### src/flash_seq_pkg.sv
/*
  Shared constants and carrier types for the flash command sequencer.
  Assumes a 32-bit APB register bus and a single 125 MHz clock domain.
*/
package flash_seq_pkg;

  // ----------------------------------------------------------------
  // Register map (word indices, one aligned word each)
  // ----------------------------------------------------------------
  // Printed offsets are not all multiples of four, so they are indices
  localparam logic [19:0] IDX_CTRL0   = 20'h00220;
  localparam logic [19:0] IDX_CTRL1   = 20'h00221;
  localparam logic [19:0] IDX_CTRL2   = 20'h00222;
  localparam logic [19:0] IDX_CTRL3   = 20'h00223;
  localparam logic [19:0] IDX_CTRL6   = 20'h00230;
  localparam logic [19:0] IDX_OPTSEL  = 20'hFFFFF;
  // Command port, suspend control and status
  localparam logic [19:0] IDX_CMD     = 20'h00240;
  localparam logic [19:0] IDX_SUSP    = 20'h00241;
  localparam logic [19:0] IDX_STAT    = 20'h00242;
  // Target address for the next command write
  localparam logic [19:0] IDX_CADDR   = 20'h00243;

  // ----------------------------------------------------------------
  // Field positions
  // ----------------------------------------------------------------
  localparam int CTRL0_LOCK_DIS  = 2;
  localparam int CTRL1_C6_WEN    = 1;
  localparam int CTRL1_LOCK_STAT = 6;
  localparam int CTRL1_DF_WAIT   = 7;
  localparam int SUSP_REQ        = 0;
  localparam int STAT_BLANK      = 0;
  localparam int STAT_BUSY       = 1;
  localparam int STAT_REFUSED    = 2;
  localparam int STAT_SEQ_ERR    = 3;

  // ----------------------------------------------------------------
  // Reset values
  // ----------------------------------------------------------------
  localparam logic [7:0] CTRL0_RST  = 8'h00;
  localparam logic [7:0] CTRL1_RST  = 8'h00;
  localparam logic [7:0] CTRLX_RST  = 8'h00;
  localparam logic [7:0] OPTSEL_VAL = 8'hFF;

  // ----------------------------------------------------------------
  // Command codes (low byte only)
  // ----------------------------------------------------------------
  localparam logic [7:0] CMD_PROGRAM = 8'h41;
  localparam logic [7:0] CMD_LOCKPRG = 8'h77;
  localparam logic [7:0] CMD_LOCKRD  = 8'h71;
  localparam logic [7:0] CMD_BLANK   = 8'h25;
  localparam logic [7:0] CMD_CONFIRM = 8'hD0;

  // ----------------------------------------------------------------
  // Array geometry and timing
  // ----------------------------------------------------------------
  localparam int ADDR_W          = 20;
  localparam int BLK_SHIFT       = 12;
  localparam int NUM_BLOCKS      = 16;
  localparam int PROG_TIME_US    = 50;
  localparam int CLK_MHZ         = 125;
  localparam int PROG_CYCLES     = PROG_TIME_US * CLK_MHZ;
  localparam int PROG_CNT_W      = 16;

  // Sequencer states, Gray along the program path
  typedef enum logic [2:0] {
    ST_READ  = 3'b000,
    ST_LOW   = 3'b001,
    ST_HIGH  = 3'b011,
    ST_BUSY  = 3'b010,
    ST_CONF  = 3'b110,
    ST_SUSP  = 3'b111
  } seq_state_t;

  // One command bus write
  typedef struct packed {
    logic [ADDR_W-1:0] addr;
    logic [15:0]       data;
  } cmd_write_t;

  // Request toward the flash array
  typedef struct packed {
    logic              prog;
    logic              lock_set;
    logic [ADDR_W-1:0] addr;
    logic [31:0]       data;
  } array_req_t;

endpackage

### src/flash_lock_bits.sv
/*
  Per-block lock bit store for the flash sequencer.
  Assumes block index decoded by the caller; all on one clock.
*/
module flash_lock_bits #(
  parameter int NUM_BLOCKS = 16
) (
  input  wire logic                          clk,
  input  wire logic                          reset,
  input  wire logic                          set_en,
  input  wire logic [$clog2(NUM_BLOCKS)-1:0] idx,
  output      logic                          locked
);

  // ----------------------------------------------------------------
  // Storage
  // ----------------------------------------------------------------
  logic [NUM_BLOCKS-1:0] lock_q; // One set bit means block locked

  // Each entry sets only; erased state is unlocked
  generate
    for (genvar i = 0; i < NUM_BLOCKS; i++) begin : g_lock
      always_ff @(posedge clk or posedge reset) begin
        if (reset) begin
          lock_q[i] <= 1'b0;
        end else if (set_en && idx == i) begin
          lock_q[i] <= 1'b1;
        end
      end
    end
  endgenerate

  // Selected block's lock state
  assign locked = lock_q[idx];

endmodule

### src/flash_command_sequencer.sv
/*
  Flash command sequencer: APB slave holding the flash control
  registers and a command port that decodes multi-cycle commands.
  Assumes one 125 MHz clock, asynchronous active-high reset and an
  external array that accepts one-cycle program requests.
*/
module flash_command_sequencer #(
  parameter int PROG_CYCLES = flash_seq_pkg::PROG_CYCLES
) (
  // Clock and reset
  input  wire logic        CLK,
  input  wire logic        RESET,
  // APB slave
  input  wire logic        PSEL,
  input  wire logic        PENABLE,
  input  wire logic        PWRITE,
  input  wire logic [21:0] PADDR,
  input  wire logic [31:0] PWDATA,
  output      logic [31:0] PRDATA,
  output      logic        PREADY,
  output      logic        PSLVERR,
  // Flash array side
  output      logic        ARRAY_PROG,
  output      logic [19:0] ARRAY_ADDR,
  output      logic [31:0] ARRAY_DATA,
  output      logic        DATA_FLASH_ONE_WAIT,
  output      logic        BUSY
);

  // ----------------------------------------------------------------
  // Bus decode
  // ----------------------------------------------------------------
  logic        acc;      // Access phase of a transfer
  logic        wr;       // Write taking effect this edge
  logic [19:0] idx;      // Register index from byte address
  assign acc    = PSEL && PENABLE;
  assign wr     = acc && PWRITE;
  assign idx    = PADDR[21:2];
  assign PREADY = 1'b1;  // Zero-wait slave

  logic hit_c0, hit_c1, hit_c2, hit_c3, hit_c6, hit_opt, hit_cmd;
  logic hit_susp, hit_stat, hit_caddr, mapped;
  assign hit_c0   = idx == flash_seq_pkg::IDX_CTRL0;
  assign hit_c1   = idx == flash_seq_pkg::IDX_CTRL1;
  assign hit_c2   = idx == flash_seq_pkg::IDX_CTRL2;
  assign hit_c3   = idx == flash_seq_pkg::IDX_CTRL3;
  assign hit_c6   = idx == flash_seq_pkg::IDX_CTRL6;
  assign hit_opt  = idx == flash_seq_pkg::IDX_OPTSEL;
  assign hit_cmd  = idx == flash_seq_pkg::IDX_CMD;
  assign hit_susp = idx == flash_seq_pkg::IDX_SUSP;
  assign hit_stat = idx == flash_seq_pkg::IDX_STAT;
  assign hit_caddr = idx == flash_seq_pkg::IDX_CADDR;
  assign mapped   = hit_c0 | hit_c1 | hit_c2 | hit_c3 | hit_c6 | hit_opt
                  | hit_cmd | hit_susp | hit_stat | hit_caddr;
  // Unmapped addresses answer with an error, read data zero
  assign PSLVERR  = acc && !mapped;

  // ----------------------------------------------------------------
  // Control registers
  // ----------------------------------------------------------------
  logic [7:0] ctrl0_q;   // Control 0
  logic [7:0] ctrl1_q;   // Control 1 (bit 6 is hardware status)
  logic [7:0] ctrl2_q;   // Control 2, plain storage
  logic [7:0] ctrl3_q;   // Control 3, plain storage
  logic [7:0] ctrl6_q;   // Control 6, write gated
  logic       susp_q;    // Suspend request
  logic       lock_stat_q; // Result of last lock status read
  logic       lock_stat_set;
  logic       lock_stat_val;
  logic       c6_wen;

  assign c6_wen = ctrl1_q[flash_seq_pkg::CTRL1_C6_WEN];

  // Software writes to control registers
  always_ff @(posedge CLK or posedge RESET) begin
    if (RESET) begin
      ctrl0_q <= flash_seq_pkg::CTRL0_RST;
      ctrl1_q <= flash_seq_pkg::CTRL1_RST;
      ctrl2_q <= flash_seq_pkg::CTRLX_RST;
      ctrl3_q <= flash_seq_pkg::CTRLX_RST;
      ctrl6_q <= flash_seq_pkg::CTRLX_RST;
      susp_q  <= 1'b0;
    end else if (wr) begin
      if (hit_c0) ctrl0_q <= PWDATA[7:0];
      if (hit_c1) ctrl1_q <= PWDATA[7:0];
      if (hit_c2) ctrl2_q <= PWDATA[7:0];
      if (hit_c3) ctrl3_q <= PWDATA[7:0];
      // writes dropped while gate is closed
      if (hit_c6 && c6_wen) ctrl6_q <= PWDATA[7:0];
      if (hit_susp) susp_q <= PWDATA[flash_seq_pkg::SUSP_REQ];
    end
  end

  // status flag updated by lock status reads only
  always_ff @(posedge CLK or posedge RESET) begin
    if (RESET) begin
      lock_stat_q <= 1'b1;
    end else if (lock_stat_set) begin
      lock_stat_q <= lock_stat_val;
    end
  end

  // wait select, 0 gives one wait state
  assign DATA_FLASH_ONE_WAIT = !ctrl1_q[flash_seq_pkg::CTRL1_DF_WAIT];

  // ----------------------------------------------------------------
  // Command address checks
  // ----------------------------------------------------------------
  localparam int BW = $clog2(flash_seq_pkg::NUM_BLOCKS); // Block index width
  localparam int CW = flash_seq_pkg::PROG_CNT_W;          // Busy counter width
  localparam int BS = flash_seq_pkg::BLK_SHIFT;           // Block size, log2
  localparam logic [CW-1:0] PROG_LOAD = CW'(PROG_CYCLES - 1);
  // Whole block array taken as one region; program ROM and data flash
  // are not told apart, a limitation if their ranges ever leave gaps
  localparam logic [19:0] FLASH_END = 20'(flash_seq_pkg::NUM_BLOCKS << BS);

  flash_seq_pkg::cmd_write_t cmd_in;   // Command write on the bus now
  logic [19:0]   caddr_q;              // Software-set command address
  logic          cmd_wr;               // Command write taking effect
  logic [7:0]    cmd_code;             // Decoded command byte
  logic          in_flash;             // Address inside the array
  logic          even_ok;              // Even address
  logic          dword_ok;             // Double word aligned address
  logic          blk_top;              // Highest even address of a block
  logic [BW-1:0] cmd_blk;              // Block of the command address

  // Command address register
  always_ff @(posedge CLK or posedge RESET) begin
    if (RESET) begin
      caddr_q <= 20'h00000;
    end else if (wr && hit_caddr) begin
      caddr_q <= PWDATA[19:0];
    end
  end

  assign cmd_wr      = wr && hit_cmd;
  assign cmd_in.addr = caddr_q;
  assign cmd_in.data = PWDATA[15:0];
  assign cmd_code    = cmd_in.data[7:0];
  // any address inside the array, even or odd
  assign in_flash    = cmd_in.addr < FLASH_END;
  assign even_ok     = !cmd_in.addr[0];
  // only 0, 4, 8 or C accepted
  assign dword_ok    = cmd_in.addr[1:0] == 2'h0;
  // block address is the top even word
  assign blk_top     = (&cmd_in.addr[BS-1:1]) && even_ok;
  assign cmd_blk     = cmd_in.addr[BS +: BW];

  // ----------------------------------------------------------------
  // Sequencer decisions
  // ----------------------------------------------------------------
  flash_seq_pkg::seq_state_t  state_q;    // Sequencer state
  flash_seq_pkg::seq_state_t  state_d;    // Next state
  flash_seq_pkg::cmd_write_t  tgt_q;      // Program target and low half
  flash_seq_pkg::array_req_t  req_q;      // Request toward the array
  logic [7:0]    op_q;                    // Command awaiting confirm
  logic [CW-1:0] busy_cnt_q;              // Remaining program cycles
  logic [BW-1:0] tgt_blk;                 // Block of the program target
  logic [BW-1:0] lk_idx;                  // Block whose lock is looked up
  logic          lk_locked;               // That block's lock bit
  logic          lock_set;                // Lock bit program confirmed
  logic          lock_block;              // Lock protection refuses
  logic          same_tgt;                // Write goes to the same target
  logic          cmd_live;                // Sequencer takes commands
  logic          prog_start, conf_start, low_take, high_take;
  logic          prog_go, conf_take, blank_done, bad_seq;
  logic [flash_seq_pkg::NUM_BLOCKS-1:0] used_q; // Programmed since reset
  logic          blank_q;                 // Last blank check result
  logic          refused_q;               // Last program refused by lock
  logic          seq_err_q;               // Last command write abandoned

  assign tgt_blk  = tgt_q.addr[BS +: BW];
  assign same_tgt = cmd_in.addr == tgt_q.addr;
  assign cmd_live = state_q != flash_seq_pkg::ST_BUSY
                 && state_q != flash_seq_pkg::ST_SUSP;
  // Confirm looks up the block written to, program its own target
  assign lk_idx   = (state_q == flash_seq_pkg::ST_CONF) ? cmd_blk : tgt_blk;

  // program opens with 41h at an aligned target
  assign prog_start = cmd_wr && state_q == flash_seq_pkg::ST_READ
                   && cmd_code == flash_seq_pkg::CMD_PROGRAM && in_flash && dword_ok;
  // 77h to a block address; 71h or 25h anywhere even
  assign conf_start = cmd_wr && state_q == flash_seq_pkg::ST_READ && in_flash
                   && ((cmd_code == flash_seq_pkg::CMD_LOCKPRG && blk_top)
                    || ((cmd_code == flash_seq_pkg::CMD_LOCKRD
                      || cmd_code == flash_seq_pkg::CMD_BLANK) && even_ok));
  // second cycle carries the low half
  assign low_take   = cmd_wr && state_q == flash_seq_pkg::ST_LOW && same_tgt;
  // third cycle carries the high half
  assign high_take  = cmd_wr && state_q == flash_seq_pkg::ST_HIGH && same_tgt;
  // locked block refused; unless lock bits disabled
  assign lock_block = lk_locked && !ctrl0_q[flash_seq_pkg::CTRL0_LOCK_DIS];
  assign prog_go    = high_take && !lock_block;
  // confirm D0h at the block address
  assign conf_take  = cmd_wr && state_q == flash_seq_pkg::ST_CONF
                   && cmd_code == flash_seq_pkg::CMD_CONFIRM && in_flash && blk_top;
  assign lock_set   = conf_take && op_q == flash_seq_pkg::CMD_LOCKPRG;
  assign blank_done = conf_take && op_q == flash_seq_pkg::CMD_BLANK;
  // lock status flag 0 means locked
  assign lock_stat_set = conf_take && op_q == flash_seq_pkg::CMD_LOCKRD;
  assign lock_stat_val = !lk_locked;
  assign bad_seq    = cmd_wr && cmd_live
                   && !(prog_start || conf_start || low_take || high_take || conf_take);

  // Per-block lock store
  flash_lock_bits #(
    .NUM_BLOCKS (flash_seq_pkg::NUM_BLOCKS)
  ) u_flash_lock_bits (
    .clk    (CLK),
    .reset  (RESET),
    .set_en (lock_set),
    .idx    (lk_idx),
    .locked (lk_locked)
  );

  // ----------------------------------------------------------------
  // State machine
  // ----------------------------------------------------------------
  // Next state; a stray write in any command state falls back to read
  always_comb begin
    state_d = state_q;
    case (state_q)
      flash_seq_pkg::ST_READ: begin
        if (prog_start) begin
          state_d = flash_seq_pkg::ST_LOW;
        end else if (conf_start) begin
          state_d = flash_seq_pkg::ST_CONF;
        end
      end
      flash_seq_pkg::ST_LOW: begin
        if (cmd_wr) begin
          state_d = low_take ? flash_seq_pkg::ST_HIGH : flash_seq_pkg::ST_READ;
        end
      end
      flash_seq_pkg::ST_HIGH: begin
        if (cmd_wr) begin
          state_d = prog_go ? flash_seq_pkg::ST_BUSY : flash_seq_pkg::ST_READ;
        end
      end
      // suspend holds the program, release resumes it
      flash_seq_pkg::ST_BUSY: begin
        if (susp_q) begin
          state_d = flash_seq_pkg::ST_SUSP;
        end else if (busy_cnt_q == '0) begin
          state_d = flash_seq_pkg::ST_READ;
        end
      end
      flash_seq_pkg::ST_SUSP: begin
        if (!susp_q) begin
          state_d = flash_seq_pkg::ST_BUSY;
        end
      end
      flash_seq_pkg::ST_CONF: begin
        if (cmd_wr) begin
          state_d = flash_seq_pkg::ST_READ;
        end
      end
      default: begin
        state_d = flash_seq_pkg::ST_READ;
      end
    endcase
  end

  // State and busy counter; the count freezes while suspended
  always_ff @(posedge CLK or posedge RESET) begin
    if (RESET) begin
      state_q    <= flash_seq_pkg::ST_READ;
      busy_cnt_q <= '0;
    end else begin
      state_q <= state_d;
      if (prog_go) begin
        busy_cnt_q <= PROG_LOAD;
      end else if (state_q == flash_seq_pkg::ST_BUSY && !susp_q && busy_cnt_q != '0) begin
        busy_cnt_q <= busy_cnt_q - 1'b1;
      end
    end
  end

  // Target and pending command latches
  always_ff @(posedge CLK or posedge RESET) begin
    if (RESET) begin
      tgt_q <= '0;
      op_q  <= 8'h00;
    end else begin
      if (prog_start) tgt_q.addr <= cmd_in.addr;
      if (low_take)   tgt_q.data <= cmd_in.data;
      if (conf_start) op_q       <= cmd_code;
    end
  end

  // one 32-bit request per completed program
  always_ff @(posedge CLK or posedge RESET) begin
    if (RESET) begin
      req_q <= '0;
    end else begin
      req_q.prog     <= prog_go;
      req_q.lock_set <= lock_set;
      if (prog_go) begin
        req_q.addr <= tgt_q.addr;
        req_q.data <= {cmd_in.data, tgt_q.data};
      end
    end
  end

  assign ARRAY_PROG = req_q.prog;
  assign ARRAY_ADDR = req_q.addr;
  assign ARRAY_DATA = req_q.data;
  assign BUSY       = !cmd_live;

  // Blocks written since reset, for the blank check
  generate
    for (genvar b = 0; b < flash_seq_pkg::NUM_BLOCKS; b++) begin : g_used
      always_ff @(posedge CLK or posedge RESET) begin
        if (RESET) begin
          used_q[b] <= 1'b0;
        end else if (prog_go && tgt_blk == b) begin
          used_q[b] <= 1'b1;
        end
      end
    end
  endgenerate

  // Result flags keep the latest blank check, program and command write
  always_ff @(posedge CLK or posedge RESET) begin
    if (RESET) begin
      blank_q   <= 1'b0;
      refused_q <= 1'b0;
      seq_err_q <= 1'b0;
    end else begin
      if (blank_done) blank_q   <= !used_q[cmd_blk];
      if (high_take)  refused_q <= lock_block;
      if (cmd_wr)     seq_err_q <= bad_seq;
    end
  end

  // ----------------------------------------------------------------
  // Read data
  // ----------------------------------------------------------------
  logic [7:0]  ctrl1_rd;  // Control 1 with hardware status merged
  logic [7:0]  stat_rd;   // Sequencer status
  logic [31:0] rd_mux;    // Selected register
  logic [31:0] prdata_q;  // Read data held through the access phase

  // Status bits overlay stored bits
  always_comb begin
    ctrl1_rd = ctrl1_q;
    ctrl1_rd[flash_seq_pkg::CTRL1_LOCK_STAT] = lock_stat_q;
    stat_rd = 8'h00;
    stat_rd[flash_seq_pkg::STAT_BLANK]   = blank_q;
    stat_rd[flash_seq_pkg::STAT_BUSY]    = BUSY;
    stat_rd[flash_seq_pkg::STAT_REFUSED] = refused_q;
    stat_rd[flash_seq_pkg::STAT_SEQ_ERR] = seq_err_q;
  end

  assign rd_mux = hit_c0    ? {24'h000000, ctrl0_q}
                : hit_c1    ? {24'h000000, ctrl1_rd}
                : hit_c2    ? {24'h000000, ctrl2_q}
                : hit_c3    ? {24'h000000, ctrl3_q}
                : hit_c6    ? {24'h000000, ctrl6_q}
                : hit_opt   ? {24'h000000, flash_seq_pkg::OPTSEL_VAL}
                : hit_susp  ? {31'h00000000, susp_q}
                : hit_stat  ? {24'h000000, stat_rd}
                : hit_caddr ? {12'h000, caddr_q}
                : 32'h00000000;

  // Captured in the setup cycle so the zero-wait access sees a flop
  always_ff @(posedge CLK or posedge RESET) begin
    if (RESET) begin
      prdata_q <= 32'h00000000;
    end else if (PSEL && !PENABLE) begin
      prdata_q <= rd_mux;
    end
  end

  assign PRDATA = prdata_q;

endmodule

### config.mk
export PLATFORM = sky130hd
export DESIGN_NAME = flash_command_sequencer
export DESIGN_NICKNAME = d
export VERILOG_FILES = /design/src/flash_seq_pkg.sv /design/src/flash_lock_bits.sv /design/src/flash_command_sequencer.sv
export SDC_FILE = /design/constraint.sdc
export NUM_CORES = 1
export LEC_CHECK = 0
export ABC_AREA = 0
export BUFFER_PORTS_ARGS = -buffer_cell sky130_fd_sc_hd__buf_2
export CORE_AREA = 2 2 125 188
export DETAILED_ROUTE_END_ITERATION = 12
export DIE_AREA = 0 0 127 190
export PLACE_DENSITY = 0.81
export SLEW_MARGIN = 0
export SYNTH_ARGS = -nofsm -noshare
export SYNTH_HDL_FRONTEND = slang
export SYNTH_SLANG_ARGS = --single-unit
### constraint.sdc
create_clock -name CLK -period 12.4 [get_ports CLK]
set_input_delay 1.24 -clock CLK [delete_from_list [all_inputs] [get_ports CLK]]
set_output_delay 1.24 -clock CLK [all_outputs]
set_load 0.1 [all_outputs]
==> results.tsv <==
stage	metric	value	unit
route	antenna-violating nets left	0	
route	first-iteration detailed-routing DRC count	648	
clock_network	CTS root buffer	sky130_fd_sc_hd__clkbuf_16	
critical_path	top fanout value on the critical path	8	
pwr	Peak supply drop	95.13	uV
yosys	adder-cell share of the synthesized area	0.1156	%
clock_network	Clock Pin Slew Worst Setup and Hold Paths	70	ps
yosys	share of the synthesized area in the top cell type	53.42	%
finish	final antenna diode count	0	
pwr	static leakage	6.128	nW
yosys	distinct cell type count of the synthesized netlist	70	
route	Routed wire per std cell	20.47	microns
timing	final-layout setup total negative slack	0	ps
finish	fillers	1888	
die	total number of placement rows	68	
pwr	internal power summed over all cells	0.001218	W
route	post-detailed-route via-to-cell ratio	5.925	
pwr	relative contribution of the clock network to total power	44.0	%
timing	Slew Limit Fails	0	
grt	Global Route Usage Sum	21.82	%
yosys	number of instances in the synthesized netlist	890	
clock_network	clock sink count	232	
grt	total grt overflow	0	
pwr	part of the total power dissipated in combinational logic	8.3	%
yosys	Synth warnings	0	
route	DRC violations left	0	
yosys	Syn Std Cell Area	0.01082	sq mm
yosys	dominant synthesized flop cell	sky130_fd_sc_hd__dfrtp_1	
clock_network	number of clock buffers inserted by TritonCTS	22	
pwr	Reg power frac	47.6	%
timing	f_max	221.6	MHz
clock_network	maximum clock insertion buffer count	3	
clock_network	clock latency on the worst-skew pair	520	ps
yosys	number of flops mapped to enable cells by yosys	0	
finish	proportion of layout cells with a drive suffix above 1	35.85	%
route	routed via count	7626	
place	HPWL Detailed	18390	microns
timing	slew margin rel.	27.98	%
yosys	post-synthesis compound-gate area fraction	7.388	%
clock_network	cts-stage hold buffer count	0	
critical_path	start-to-end type of the worst setup path	in -> out	
pwr	net switching power figure	0.0004087	W
timing	shortest period the worst path allows	4513	ps
clock_network	number of gates resized after cts	0	
die	initial standard-cell utilization of the core	47.82	%
grt	largest net degree at the start of global routing	92	
timing	Final Setup Violations	0	
die	floorplan die height	190	microns
clock_network	CTS H-tree depth	1	
outcome	status	complete, no violations	
yosys	post-synthesis share of cell area spent on xor and xnor gates	2.833	%
worst_hold_path	kind of path behind the tightest hold check	reg -> reg	
yosys	sequential share of the synthesized area	53.66	%
timing	setup ws final	7887	ps
timing	Final period util	36.40	%
route	router iterations before antenna repair	5	
yosys	async set-or-reset flop fraction in the synthesized netlist	100.0	%
grt	vias in the first global route	7849	
yosys	average footprint of a synthesized cell	12.16	sq um
place	routability congestion estimate from global placement	0.9115	
timing	Slew @ Worst Pin	1080	ps
yosys	area share of and/or/nand/nor cells after synthesis	13.49	%
timing	worst setup skew after layout	19.32	ps
critical_path	worst reg-to-reg setup slack	8370	ps
die	overall die area	0.02413	sq mm
timing	Final Hold Violating Endpoints	0	
finish	layout net count	1051	
timing	unrepaired setup endpoints after global routing	false	
clock_network	post-CTS setup buffer count	0	
place	number of I/O port buffers	120	
clock_network	clock tree from TritonCTS	yes	
place	DP Worst Slack	7418	ps
yosys	post-synthesis cell type with the largest combined area	sky130_fd_sc_hd__dfrtp_1	
grt	global-route wire length before repair	41820	microns
critical_path	required time of the worst setup path	11160	ps
critical_path	element type at the critical path end	output pin	
die	I/O pin count	148	
die	x dimension of the die	127	microns
critical_path	launching element type of the critical path	input pin	
yosys	number of register bits inferred by synthesis	232	
route	routed wire length	26340	microns
pwr	Switching Share	25.12	%
yosys	largest family of logic cells by synthesized area	multiplexers	
yosys	share of cell area taken by muxes after synthesis	18.96	%
critical_path	arrival time at the worst endpoint	3270	ps
run	max-cap violation count	0	
pwr	power per standard cell area	132.1	mW/mm^2
die	area inside the core boundary	0.02263	sq mm
grt	antenna violations before repair	0	
finish	Synth-to-Final Area Change	13.79	%
yosys	cell types occupying the most area after synthesis	sky130_fd_sc_hd__dfrtp_1 (53%), sky130_fd_sc_hd__mux2_2 (14%), sky130_fd_sc_hd__mux4_2 (2.7%), sky130_fd_sc_hd__nand2_1 (2.3%), sky130_fd_sc_hd__xnor2_1 (2.0%)	
-- registers in the layout, indices dropped and copies added, names as in the netlist, 4 cells and up --
register                  flops
ARRAY_DATA                   32
tgt_q                        32
ARRAY_ADDR                   20
PRDATA                       20
caddr_q                      20
busy_cnt_q                   16
u_flash_lock_bits.lock_q     16
used_q                       16
ctrl0_q                       8
ctrl2_q                       8
ctrl3_q                       8
ctrl6_q                       8
op_q                          8
ctrl1_q                       7
tgt_blk                       4
-- area by class of cell --
| cell class | instances | area, sq um | share of cell area (%) |
|---|---|---|---|
| clock buffer | 30 | 630.6 | 5.121 |
| clock inverter | 10 | 147.6 | 1.199 |
| inverter | 8 | 37.54 | 0.3048 |
| multi-input combinational | 600 | 4688 | 38.07 |
| sequential | 232 | 5807 | 47.16 |
| tap | 280 | 350.3 | 2.845 |
| timing repair buffer | 127 | 653.1 | 5.304 |
-- critical path, cell delays in order --
cell                      delay, ps
sky130_fd_sc_hd__buf_2          100
sky130_fd_sc_hd__nor3_1         450
sky130_fd_sc_hd__nand4_2        290
sky130_fd_sc_hd__or4_1          620
sky130_fd_sc_hd__nand2_1        200
sky130_fd_sc_hd__nor3_1          70
sky130_fd_sc_hd__buf_2          290
-- kinds of logic after synthesis --
group                    Yosys count
adder cells (fa/ha/maj)            1
AND/OR/NAND/NOR                  267
XOR/XNOR                          35
AO/OA/AOI/OAI                    118
multiplexers                     166
buffers and inverters             69
flip-flops                       232
other                              2
-- worst paths after layout --
path	from	end	cells after the start
setup / recovery	PADDR[17]	PSLVERR	7
hold / removal	used_q[13]	used_q[13]	1
setup reg to reg	caddr_q[12]	ARRAY_ADDR[1]	7
hold reg to reg	used_q[13]	used_q[13]	1
max in group asynchronous	RESET	ctrl6_q[4]	4
min in group asynchronous	RESET	busy_cnt_q[14]	2
-- through the flow --
step | instances | util (%) | total power (W) | area, sq um | hold WS, ps
final | 1287 | 54.41 | 0.001627 | 12310 | 470.0
after CTS | 1287 | 54.41 | 0.001635 | 12310 | 466.9
after global placement | 1247 | 50.97 | 0.0009205 | 11540 | 443.5
after detailed placement | 1247 | 50.97 | 0.0009230 | 11540 | 453.5
after global routing | 1287 | 54.41 | 0.001676 | 12310 | 486.4
after floorplan | 901 | - | 0.0008902 | 10860 | 429.7
-- power groups by stage --
stage               Combinational (W)  Sequential (W)  Clock, W
finish                       0.000135        0.000775  0.000717
global route                 0.000146        0.000776  0.000754
CTS                          0.000135        0.000774  0.000726
detailed placement           0.000134        0.000789         0
global placement             0.000132        0.000789         0
floorplan                    0.000104        0.000786         0
-- Yosys cell counts, types with 13 or more instances --
library cell and instances:
sky130_fd_sc_hd__a21o_1 16, sky130_fd_sc_hd__buf_4 14, sky130_fd_sc_hd__clkbuf_1 28, sky130_fd_sc_hd__dfrtp_1 231, sky130_fd_sc_hd__mux2_2 134, sky130_fd_sc_hd__mux4_2 13
sky130_fd_sc_hd__nand2_1 66, sky130_fd_sc_hd__nand3_1 16, sky130_fd_sc_hd__nand4_1 14, sky130_fd_sc_hd__nor2_1 45, sky130_fd_sc_hd__nor3_1 26, sky130_fd_sc_hd__nor4_1 14
sky130_fd_sc_hd__o21ai_0 41, sky130_fd_sc_hd__xnor2_1 25
-- layer usage --
metal / track usage [%] / wire, microns / vias up
li1: - / - / 3386
met1: 25.66 / 9919 / 3857
met2: 38.65 / 13580 / 295
met3: 2.447 / 1322 / 88
met4: 12.26 / 1518 / 0
met5: 0 / 0 / -
-- placed cells by master (no fill, tap or decap), types with 6 or more instances in the layout --
cell	n
sky130_fd_sc_hd__dfrtp_1	231
sky130_fd_sc_hd__or3_1	6
sky130_fd_sc_hd__inv_1	7
sky130_fd_sc_hd__o21ai_0	41
sky130_fd_sc_hd__mux2i_1	7
sky130_fd_sc_hd__mux4_2	13
sky130_fd_sc_hd__nor2b_1	9
sky130_fd_sc_hd__nand2b_1	7
sky130_fd_sc_hd__nor3_1	26
sky130_fd_sc_hd__mux2_2	134
sky130_fd_sc_hd__xnor2_1	25
sky130_fd_sc_hd__nand4_1	14
sky130_fd_sc_hd__nand3_1	16
sky130_fd_sc_hd__a21o_1	16
sky130_fd_sc_hd__nor4_1	14
sky130_fd_sc_hd__mux2_4	12
sky130_fd_sc_hd__xor2_1	10
sky130_fd_sc_hd__nand3b_1	8
sky130_fd_sc_hd__conb_1	13
sky130_fd_sc_hd__a21oi_1	12
sky130_fd_sc_hd__and2_1	11
sky130_fd_sc_hd__buf_2	120
sky130_fd_sc_hd__nand2_1	66
sky130_fd_sc_hd__and3_1	7
sky130_fd_sc_hd__a31o_2	12
sky130_fd_sc_hd__buf_4	7
sky130_fd_sc_hd__nor2_1	45
sky130_fd_sc_hd__clkbuf_16	22
sky130_fd_sc_hd__o22ai_1	8
Note: power is estimated with default switching activity, not from simulation.
